File: src/rtl/tla_pkg.sv
// shared constants and types of the temperature limit alarm monitor
package tla_pkg;
	// ************************************************************
	// clock and timing
	// ************************************************************
	localparam int CLK_HZ       = 20_000_000;
	localparam int CONV_TIME_NS = 100_000;
	localparam int GAP_TIME_NS  = 50_000;
	localparam int CONV_CYC     = (CONV_TIME_NS * (CLK_HZ / 1_000_000) + 999)
		/ 1000;
	localparam int GAP_CYC      = (GAP_TIME_NS * (CLK_HZ / 1_000_000) + 999)
		/ 1000;

	// ************************************************************
	// register pointer map
	// ************************************************************
	localparam logic [7:0] PTR_LOCAL_VAL  = 8'h00;
	localparam logic [7:0] PTR_REMOTE_VAL = 8'h01;
	localparam logic [7:0] PTR_STATUS     = 8'h02;
	localparam logic [7:0] PTR_CONFIG     = 8'h03;
	localparam logic [7:0] PTR_LIM_BASE   = 8'h04;
	localparam logic [7:0] PTR_LIM_LAST   = 8'h0B;

	// limit array entries
	localparam logic [2:0] LIM_LOCAL_HIGH  = 3'h0;
	localparam logic [2:0] LIM_LOCAL_LOW   = 3'h1;
	localparam logic [2:0] LIM_REMOTE_HIGH = 3'h2;
	localparam logic [2:0] LIM_REMOTE_LOW  = 3'h3;
	localparam logic [2:0] LIM_LOCAL_OVER  = 3'h4;
	localparam logic [2:0] LIM_REMOTE_OVER = 3'h5;
	localparam logic [2:0] LIM_OVER_HYST   = 3'h6;
	localparam logic [2:0] LIM_REMOTE_OFS  = 3'h7;

	// limit reset values, indexed by entry
	localparam logic [7:0] LIM_RST [8] = '{8'h55, 8'h00, 8'h55, 8'h00,
		8'h55, 8'h55, 8'h0A, 8'h00};

	// ************************************************************
	// field positions and reset values
	// ************************************************************
	localparam int         CFG_SECOND_OVER_BIT = 5;
	localparam int         CFG_OFFSET_FMT_BIT  = 2;
	localparam logic [7:0] CFG_RST             = 8'h00;
	localparam logic [7:0] CFG_WR_MASK         = 8'h24;
	localparam int         ST_BUSY_BIT         = 7;
	localparam int         ST_LOCAL_HIGH_BIT   = 6;
	localparam int         ST_LOCAL_LOW_BIT    = 5;
	localparam int         ST_REMOTE_HIGH_BIT  = 4;
	localparam int         ST_REMOTE_LOW_BIT   = 3;
	localparam int         ST_OPEN_BIT         = 2;
	localparam logic [7:0] BIN_MAX             = 8'h7F;
	localparam logic [7:0] OFFSET_MAX          = 8'hFF;
	localparam logic [10:0] OFFSET_ADD         = 11'h040;

	// ************************************************************
	// state types
	// ************************************************************
	typedef enum logic [0:0] {SEQ_CONV, SEQ_GAP} tla_seq_t;
	typedef enum logic [2:0] {SMB_IDLE, SMB_ADDR, SMB_PTR, SMB_WR, SMB_RD,
		SMB_ACK, SMB_MACK, SMB_IGNORE} tla_smb_t;
endpackage

File: src/rtl/tla_monitor.sv
// two-channel temperature monitor core with limit alarms
`timescale 1ns/1ps
module tla_monitor
	import tla_pkg::*;
#(
	parameter logic [6:0] SLAVE_ADDR = 7'h2A, // arbitrary value
	parameter int         CONV_CYCLES = CONV_CYC,
	parameter int         GAP_CYCLES  = GAP_CYC
) (
	input  wire logic       i_clk_sys,
	input  wire logic       i_srst,
	input  wire logic       i_scl,
	input  wire logic       i_sda,
	output wire logic       o_sda,
	output wire logic       o_sda_oe_n,
	input  wire logic [9:0] i_adc_temp,
	input  wire logic       i_diode_open,
	output wire logic       o_sel_remote,
	output wire logic       o_adc_start,
	output wire logic       o_overtemp_out,
	output wire logic       o_overtemp_out_oe_n,
	output wire logic       o_alarm_or_second_overtemp_pin,
	output wire logic       o_alarm_or_second_overtemp_pin_oe_n
);
	localparam int CW = $clog2(CONV_CYCLES + GAP_CYCLES + 1);
	localparam logic [CW-1:0] CONV_END = CW'(CONV_CYCLES - 1);
	localparam logic [CW-1:0] GAP_END  = CW'(GAP_CYCLES - 1);

	// ************************************************************
	// host register access
	// ************************************************************
	logic       wr_stb;
	logic [7:0] ptr, wr_data, rd_data;
	logic [7:0] cfg_q;
	logic [7:0] lim_q [8];
	logic [7:0] val_q [2];
	logic       lh_q, ll_q, rh_q, rl_q, open_q, lot_q, rot_q;

	tla_smb_slave #(
		.SLAVE_ADDR (SLAVE_ADDR)
	) u_smb (
		.i_clk_sys  (i_clk_sys),
		.i_srst     (i_srst),
		.i_scl      (i_scl),
		.i_sda      (i_sda),
		.o_sda_oe_n (o_sda_oe_n),
		.o_wr_stb   (wr_stb),
		.o_ptr      (ptr),
		.o_wr_data  (wr_data),
		.i_rd_data  (rd_data)
	);

	wire       ptr_is_lim = (ptr >= PTR_LIM_BASE) && (ptr <= PTR_LIM_LAST);
	wire [7:0] lim_ofs = ptr - PTR_LIM_BASE;
	wire [2:0] lim_idx = lim_ofs[2:0];
	wire       cfg_wr = wr_stb && (ptr == PTR_CONFIG);
	wire       lim_wr = wr_stb && ptr_is_lim;

	always_ff @(posedge i_clk_sys) begin
		if (i_srst)
			cfg_q <= CFG_RST;
		else if (cfg_wr)
			cfg_q <= wr_data & CFG_WR_MASK;
	end

	genvar gi;
	generate
		for (gi = 0; gi < 8; gi++) begin : g_lim
			always_ff @(posedge i_clk_sys) begin
				if (i_srst)
					lim_q[gi] <= LIM_RST[gi];
				else if (lim_wr && (lim_idx == 3'(gi)))
					lim_q[gi] <= wr_data;
			end
		end
	endgenerate

	// ************************************************************
	// conversion sequencer
	// ************************************************************
	tla_seq_t      seq_q;
	logic [CW-1:0] cnt_q;
	logic          remote_q;

	wire eoc = (seq_q == SEQ_CONV) && (cnt_q == CONV_END);
	wire gap_end = (seq_q == SEQ_GAP) && (cnt_q == GAP_END);

	always_ff @(posedge i_clk_sys) begin
		if (i_srst) begin
			seq_q    <= SEQ_CONV;
			cnt_q    <= '0;
			remote_q <= 1'b0;
		end else begin
			case (seq_q)
			SEQ_CONV: begin
				cnt_q <= eoc ? '0 : cnt_q + 1'b1;
				if (eoc)
					seq_q <= SEQ_GAP;
			end
			SEQ_GAP: begin
				cnt_q <= gap_end ? '0 : cnt_q + 1'b1;
				if (gap_end) begin
					seq_q    <= SEQ_CONV;
					remote_q <= ~remote_q;
				end
			end
			default: begin
				seq_q <= SEQ_CONV;
				cnt_q <= '0;
			end
			endcase
		end
	end

	assign o_sel_remote = remote_q;
	assign o_adc_start  = (seq_q == SEQ_CONV) && (cnt_q == '0);

	// ************************************************************
	// result encoding
	// ************************************************************
	wire [7:0]  ofs = lim_q[LIM_REMOTE_OFS];
	wire [10:0] ofs_ext = remote_q ? {{3{ofs[7]}}, ofs} : 11'h000;
	wire [10:0] t_adj = {i_adc_temp[9], i_adc_temp} + ofs_ext;
	wire [10:0] t_off = t_adj + OFFSET_ADD;
	wire        bin_neg = t_adj[10];
	wire        bin_big = !t_adj[10] && (t_adj[9:0] > {2'h0, BIN_MAX});
	wire        off_neg = t_off[10];
	wire        off_big = !t_off[10] && (t_off[9:0] > {2'h0, OFFSET_MAX});
	wire [7:0]  code_bin = bin_neg ? 8'h00 :
		bin_big ? BIN_MAX : t_adj[7:0];
	wire [7:0]  code_off = off_neg ? 8'h00 :
		off_big ? OFFSET_MAX : t_off[7:0];
	wire        fmt_off = cfg_q[CFG_OFFSET_FMT_BIT];
	wire [7:0]  code = fmt_off ? code_off : code_bin;

	logic upd_q, upd_rem_q;

	always_ff @(posedge i_clk_sys) begin
		if (i_srst) begin
			val_q[0]  <= 8'h00;
			val_q[1]  <= 8'h00;
			upd_q     <= 1'b0;
			upd_rem_q <= 1'b0;
			open_q    <= 1'b0;
		end else begin
			upd_q <= eoc;
			if (eoc) begin
				val_q[remote_q] <= code;
				upd_rem_q       <= remote_q;
				if (remote_q)
					open_q <= i_diode_open;
			end
		end
	end

	// ************************************************************
	// limit comparison and flags
	// ************************************************************
	wire [7:0] cur = val_q[upd_rem_q];
	wire [7:0] hi_lim = upd_rem_q ? lim_q[LIM_REMOTE_HIGH] :
		lim_q[LIM_LOCAL_HIGH];
	wire [7:0] lo_lim = upd_rem_q ? lim_q[LIM_REMOTE_LOW] :
		lim_q[LIM_LOCAL_LOW];
	wire [7:0] ov_lim = upd_rem_q ? lim_q[LIM_REMOTE_OVER] :
		lim_q[LIM_LOCAL_OVER];
	wire [7:0] hyst = lim_q[LIM_OVER_HYST];
	wire [7:0] ov_rel = (ov_lim > hyst) ? ov_lim - hyst : 8'h00;
	wire       over_hi = cur > hi_lim;
	wire       under_lo = cur < lo_lim;
	wire       ov_set = cur > ov_lim;
	wire       ov_clr = cur <= ov_rel;

	always_ff @(posedge i_clk_sys) begin
		if (i_srst) begin
			{lh_q, ll_q, rh_q, rl_q} <= 4'h0;
			{lot_q, rot_q}           <= 2'h0;
		end else if (upd_q && !upd_rem_q) begin
			lh_q  <= over_hi;
			ll_q  <= under_lo;
			lot_q <= ov_set | (lot_q & ~ov_clr);
		end else if (upd_q) begin
			rh_q  <= over_hi;
			rl_q  <= under_lo;
			rot_q <= ov_set | (rot_q & ~ov_clr);
		end
	end

	wire busy = (seq_q == SEQ_CONV);
	wire [7:0] status = {busy, lh_q, ll_q, rh_q, rl_q, open_q, 2'h0};

	assign rd_data = (ptr == PTR_LOCAL_VAL)  ? val_q[0] :
		(ptr == PTR_REMOTE_VAL) ? val_q[1] :
		(ptr == PTR_STATUS)     ? status :
		(ptr == PTR_CONFIG)     ? cfg_q :
		ptr_is_lim              ? lim_q[lim_idx] : 8'h00;

	// ************************************************************
	// open-drain alarm outputs
	// ************************************************************
	logic ot_oe_n_q, al_oe_n_q;

	wire second_mode = cfg_q[CFG_SECOND_OVER_BIT];
	wire alarm_int = lh_q | ll_q | rh_q | rl_q | open_q;
	wire alarm_ot2 = lh_q | rh_q;
	wire alarm_act = second_mode ? alarm_ot2 : alarm_int;

	always_ff @(posedge i_clk_sys) begin
		if (i_srst) begin
			ot_oe_n_q <= 1'b1;
			al_oe_n_q <= 1'b1;
		end else begin
			ot_oe_n_q <= ~(lot_q | rot_q);
			al_oe_n_q <= ~alarm_act;
		end
	end

	assign o_sda                               = 1'b0;
	assign o_overtemp_out                      = 1'b0;
	assign o_overtemp_out_oe_n                 = ot_oe_n_q;
	assign o_alarm_or_second_overtemp_pin      = 1'b0;
	assign o_alarm_or_second_overtemp_pin_oe_n = al_oe_n_q;
endmodule // tla_monitor

File: src/rtl/tla_smb_slave.sv
// serial bus slave giving register access to the monitor core
`timescale 1ns/1ps
module tla_smb_slave
	import tla_pkg::*;
#(
	parameter logic [6:0] SLAVE_ADDR = 7'h2A // arbitrary value
) (
	input  wire logic       i_clk_sys,
	input  wire logic       i_srst,
	input  wire logic       i_scl,
	input  wire logic       i_sda,
	output wire logic       o_sda_oe_n,
	output wire logic       o_wr_stb,
	output wire logic [7:0] o_ptr,
	output wire logic [7:0] o_wr_data,
	input  wire logic [7:0] i_rd_data
);
	// ************************************************************
	// pin synchronisers and bus events
	// ************************************************************
	logic     scl_m, scl_s, scl_p, sda_m, sda_s, sda_p;
	tla_smb_t st_q, next_q;
	logic [2:0] cnt_q;
	logic [7:0] shift_q, ptr_q, wdat_q;
	logic       drive_q, ack_done_q, wr_q;

	always_ff @(posedge i_clk_sys) begin
		if (i_srst) begin
			{scl_p, scl_s, scl_m} <= 3'h7;
			{sda_p, sda_s, sda_m} <= 3'h7;
		end else begin
			{scl_p, scl_s, scl_m} <= {scl_s, scl_m, i_scl};
			{sda_p, sda_s, sda_m} <= {sda_s, sda_m, i_sda};
		end
	end

	wire       scl_rise = scl_s & ~scl_p;
	wire       scl_fall = ~scl_s & scl_p;
	wire       bus_start = scl_s & scl_p & sda_p & ~sda_s;
	wire       bus_stop = scl_s & scl_p & ~sda_p & sda_s;
	wire [7:0] byte_in = {shift_q[6:0], sda_s};
	wire       last_bit = (cnt_q == 3'h7);
	wire       addr_hit = (byte_in[7:1] == SLAVE_ADDR);

	// ************************************************************
	// byte engine
	// ************************************************************
	always_ff @(posedge i_clk_sys) begin
		if (i_srst) begin
			st_q       <= SMB_IDLE;
			next_q     <= SMB_IDLE;
			cnt_q      <= 3'h0;
			shift_q    <= 8'h00;
			ptr_q      <= 8'h00;
			wdat_q     <= 8'h00;
			drive_q    <= 1'b0;
			ack_done_q <= 1'b0;
			wr_q       <= 1'b0;
		end else begin
			wr_q <= 1'b0;
			if (bus_start) begin
				st_q    <= SMB_ADDR;
				cnt_q   <= 3'h0;
				drive_q <= 1'b0;
			end else if (bus_stop) begin
				st_q    <= SMB_IDLE;
				drive_q <= 1'b0;
			end else if (scl_rise) begin
				case (st_q)
				SMB_ADDR, SMB_PTR, SMB_WR: begin
					shift_q <= byte_in;
					cnt_q   <= cnt_q + 3'h1;
					if (last_bit) begin
						st_q       <= SMB_ACK;
						ack_done_q <= 1'b0;
						if (st_q == SMB_ADDR) begin
							if (!addr_hit)
								st_q <= SMB_IGNORE;
							next_q <= byte_in[0] ? SMB_RD : SMB_PTR;
						end else if (st_q == SMB_PTR) begin
							ptr_q  <= byte_in;
							next_q <= SMB_WR;
						end else begin
							wdat_q <= byte_in;
							wr_q   <= 1'b1;
							next_q <= SMB_WR;
						end
					end
				end
				SMB_RD: begin
					cnt_q <= cnt_q + 3'h1;
					if (last_bit)
						st_q <= SMB_MACK;
				end
				SMB_MACK: begin
					if (sda_s) begin
						st_q <= SMB_IGNORE;
					end else begin
						st_q    <= SMB_RD;
						shift_q <= i_rd_data;
					end
				end
				default: begin
				end
				endcase
			end else if (scl_fall) begin
				case (st_q)
				SMB_ACK: begin
					if (!ack_done_q) begin
						drive_q    <= 1'b1;
						ack_done_q <= 1'b1;
					end else begin
						st_q  <= next_q;
						cnt_q <= 3'h0;
						drive_q <= 1'b0;
						if (next_q == SMB_RD) begin
							drive_q <= ~i_rd_data[7];
							shift_q <= {i_rd_data[6:0], 1'b0};
						end
					end
				end
				SMB_RD: begin
					drive_q <= ~shift_q[7];
					shift_q <= {shift_q[6:0], 1'b0};
				end
				default: drive_q <= 1'b0;
				endcase
			end
		end
	end

	assign o_sda_oe_n = ~drive_q;
	assign o_wr_stb   = wr_q;
	assign o_ptr      = ptr_q;
	assign o_wr_data  = wdat_q;
endmodule // tla_smb_slave

File: config.mk
export PLATFORM = sky130hd
export DESIGN_NAME = tla_monitor
export DESIGN_NICKNAME = d
export VERILOG_FILES = /design/src/rtl/tla_pkg.sv /design/src/rtl/tla_monitor.sv /design/src/rtl/tla_smb_slave.sv
export SDC_FILE = /design/constraint.sdc
export NUM_CORES = 1
export LEC_CHECK = 0
export BUFFER_PORTS_ARGS = -buffer_cell sky130_fd_sc_hd__buf_2
export CORE_ASPECT_RATIO = 0.6
export CORE_MARGIN = 10
export CORE_UTILIZATION = 64
export DETAILED_ROUTE_END_ITERATION = 16
export PLACE_DENSITY = 0.82
export SLEW_MARGIN = 0
export SYNTH_ARGS = -nofsm -noshare
export SYNTH_HDL_FRONTEND = slang
export SYNTH_HIERARCHICAL = 1
export SYNTH_SLANG_ARGS = --single-unit
export TNS_END_PERCENT = 10
File: constraint.sdc
create_clock -name i_clk_sys -period 4.31 [get_ports i_clk_sys]
set_input_delay 0 -clock i_clk_sys [delete_from_list [all_inputs] [get_ports i_clk_sys]]
set_output_delay 0 -clock i_clk_sys [all_outputs]
set_load 0.01 [all_outputs]
==> impl_metrics.json <==
{
  "dr.pass1.iters": 7,
  "clock-sinks": 150,
  "routed_via_density": 6.517,
  "synth.area.mux_share_pct": 11.63,
  "synth_top_cells_by_count": "nor2_1 (94), edfxtp_1 (80), dfxtp_1 (70)",
  "synthCells": 941,
  "fill_cells": 1075,
  "clock_skew_ns": 0.01422,
  "avgRoutedWirePerCell_um": 21.61,
  "max_slew_margin_pct": 12.20,
  "cts_root_buf": "clkbuf_16",
  "ys_seq_elements": 150,
  "grtUsageTotal_pct": 24.63,
  "clockBufferDepth": 2,
  "start_kind": "flop",
  "hold-worst-slack_ns": 0.1425,
  "ys_seq_area_share_pct": 40.01,
  "clk_latency_ns": 0.43,
  "setup_viol": 0,
  "utilization_pct": 71.01,
  "synth_compound_area_share_pct": 14.00,
  "dieHeight_um": 114.4,
  "routed-wl-met3_um": 3237,
  "min_from": "i_adc_temp[0]",
  "synth_most_common_cell": "nor2_1",
  "arrival_ns": 4.29,
  "diodes": 0,
  "finalCritPeriodShare_pct": 93.08,
  "synthAdderAreaFrac_pct": 8.054,
  "die_area_um2": 20290,
  "status": "complete, no violations",
  "yosys_warnings": 6,
  "period_needed_ns": 4.012,
  "synth-edff-count": 80,
  "synth_top_family_by_area": "simple AND/OR/NAND/NOR gates",
  "num_rows": 34,
  "grt_max_degree": 51,
  "power_density_nw_per_um2": 320.0,
  "peakVddDrop_mv": 0.2725,
  "worstSetupPathType": "reg -> reg",
  "wirelength_met1_um": 11300,
  "finalNetCount": 1016,
  "post_cts_buffers": 0,
  "synth-simple-area-share_pct": 19.02,
  "ys_types": 90,
  "wl_um": 24890,
  "synth_xor_xnor_area_share_pct": 2.724,
  "drive_gt1_share_pct": 14.57,
  "hold_viol": 0,
  "r2r_setup_slack_ns": 0.30,
  "grt_overflow_total": 0,
  "wl_met2_um": 9971,
  "r2r-start": "upd_rem_q",
  "initial_core_util_pct": 65.54,
  "numCtsBuffers": 17,
  "syn_area_um2": 9508,
  "leakage_nw": 3.844,
  "clock.fmax_mhz": 249.3,
  "port_buffers": 19,
  "cp_max_fo": 8,
  "async_flop_share_pct": 0,
  "pin_count": 23,
  "area_delta_synth_final_pct": 8.343,
  "antenna_found_initial": 0,
  "topRoutingLayerUsed": "met4",
  "drtAntennaViolNets": 0,
  "maxCapViolCount": 0,
  "cts_tree": "built",
  "cp_data_required_time_ns": 4.59,
  "design.core.area_um2": 14510,
  "htree_levels": 4,
  "end_kind": "flop",
  "ys.flop_type": "edfxtp_1",
  "route.detailed.drc": 0,
  "synth_top_area_cell": "edfxtp_1",
  "worst_pin_slew_ns": 1.315,
  "vias": 7508,
  "clkSlewWorstSetupHoldPaths_ns": 0.07,
  "grt_pass1_vias": 6904,
  "synth_area_per_cell_um2": 10.10,
  "drtIter0Drc": 1114,
  "globalplace.congestion": 0.9491,
  "grt_pass1_wl_um": 39160,
  "setup.worst_path.start": "upd_rem_q",
  "slew_viol_final": 0,
  "synthTopCellsByArea": "edfxtp_1 (25%), dfxtp_1 (15%), ha_1 (7.6%)",
  "hp-class": "in -> reg",
  "synth.top_cell.area_share_pct": 25.27,
  "die-width_um": 177.4,
  "dp_hpwl_um": 17720
}
-- power by group --
group          internal (W)  total (W)  switching (W)
sequential          0.00153    0.00155      0.0000254
combinational     0.0000888   0.000221       0.000133
clock              0.000839    0.00152       0.000685
total               0.00245    0.00330       0.000843
-- routing by layer --
metal | vias to the layer above | GRT usage (%)
li1 | 3433 | -
met1 | 3549 | 37.39
met2 | 488 | 33.26
met3 | 38 | 6.884
met4 | 0 | 6.416
met5 | - | 0
-- state kept, by name (all words and copies together) (netlist names), 2 cells and up, named ones only --
name	count
lim_q	64
u_smb/o_wr_data	8
u_smb/cnt_q	3
cfg_q	2
u_smb/o_ptr	8
u_smb/st_q	3
u_smb/shift_q	8
u_smb/next_q	3
val_q	16
cnt_q	12
-- worst paths after layout --
path,to,cells after the start
min reg2reg,u_smb/sda_s,1
min,val_q[1][0],4
max reg2reg,rot_q,21
max,rot_q,21
-- cells in the final DEF, fill, tap and decap left out, types with 9 or more instances in the layout --
master	n
a21o_1	11
a21oi_1	32
and2_1	55
buf_2	19
clkbuf_16	19
dfxtp_1	69
edfxtp_1	80
ha_1	58
inv_1	45
mux2_2	9
mux2i_1	61
mux4_2	16
nand2_1	45
nand2b_1	12
nand3_1	19
nand4_1	11
nor2_1	94
nor3_1	12
nor4_1	11
o21a_1	17
o21ai_0	24
o21bai_1	13
o22ai_1	18
or2_2	13
or3_1	21
xnor2_1	14
xor2_1	10
-- metrics by stage --
step                      area, um2  instances  setup WS [ns]  setup TNS [ns]  total power [W]
final                         10300       1152         0.2983               0         0.003296
after global routing          10300       1152     -0.0008549      -0.0008549         0.003385
after CTS                     10280       1152         0.2334               0         0.003289
after detailed placement       9653       1117         0.2468               0         0.001791
after global placement         9653       1117         0.4393               0         0.001787
after floorplan                9515        943         0.5711               0         0.001733
-- logic make-up (layout without fill, tap and decap cells) --
family,count (synthesis),after routing
compound gates,180,180
xor+xnor,27,27
fa+ha+maj,60,60
buf+inv,96,107
flops,150,150
mux,89,89
other cells,1,3
simple gates,338,338
-- layout make-up --
cell class / count / area (um2) / area share [%]
Inverter: 46 / 172.7 / 1.676
Timing Repair Buffer: 29 / 177.7 / 1.725
Tap cell: 198 / 247.7 / 2.405
Sequential cell: 150 / 3805 / 36.94
Clock inverter: 12 / 122.6 / 1.190
Multi-Input combinational cell: 697 / 5296 / 51.42
Clock buffer: 20 / 479.2 / 4.652
-- repair_timing --
action / 4_1_cts / 5_1_grt
hold endpoints to repair: 3 / 0
gates resized for setup: 0 / 5
hold buffers: 3 / 0
setup endpoints to repair: 0 / 2
-- worst max-delay path, cell delays in order, from the launching register on --
cell,delay [ns]
dfxtp_2,0.39
mux2i_2,0.25
ha_1,0.18
inv_1,0.06
fa_1,0.40
a21o_1,0.19
a21oi_2,0.18
o21bai_1,0.11
a21oi_2,0.17
nor2b_1,0.06
o21a_1,0.16
o22a_1,0.27
nand2_1,0.12
ha_1,0.24
nor2b_1,0.15
o21a_1,0.16
o21ai_0,0.15
nand2b_1,0.08
a21oi_1,0.14
o21ai_0,0.12
a21oi_1,0.16
o32ai_1,0.09
Power figures use the tool's default switching activity.
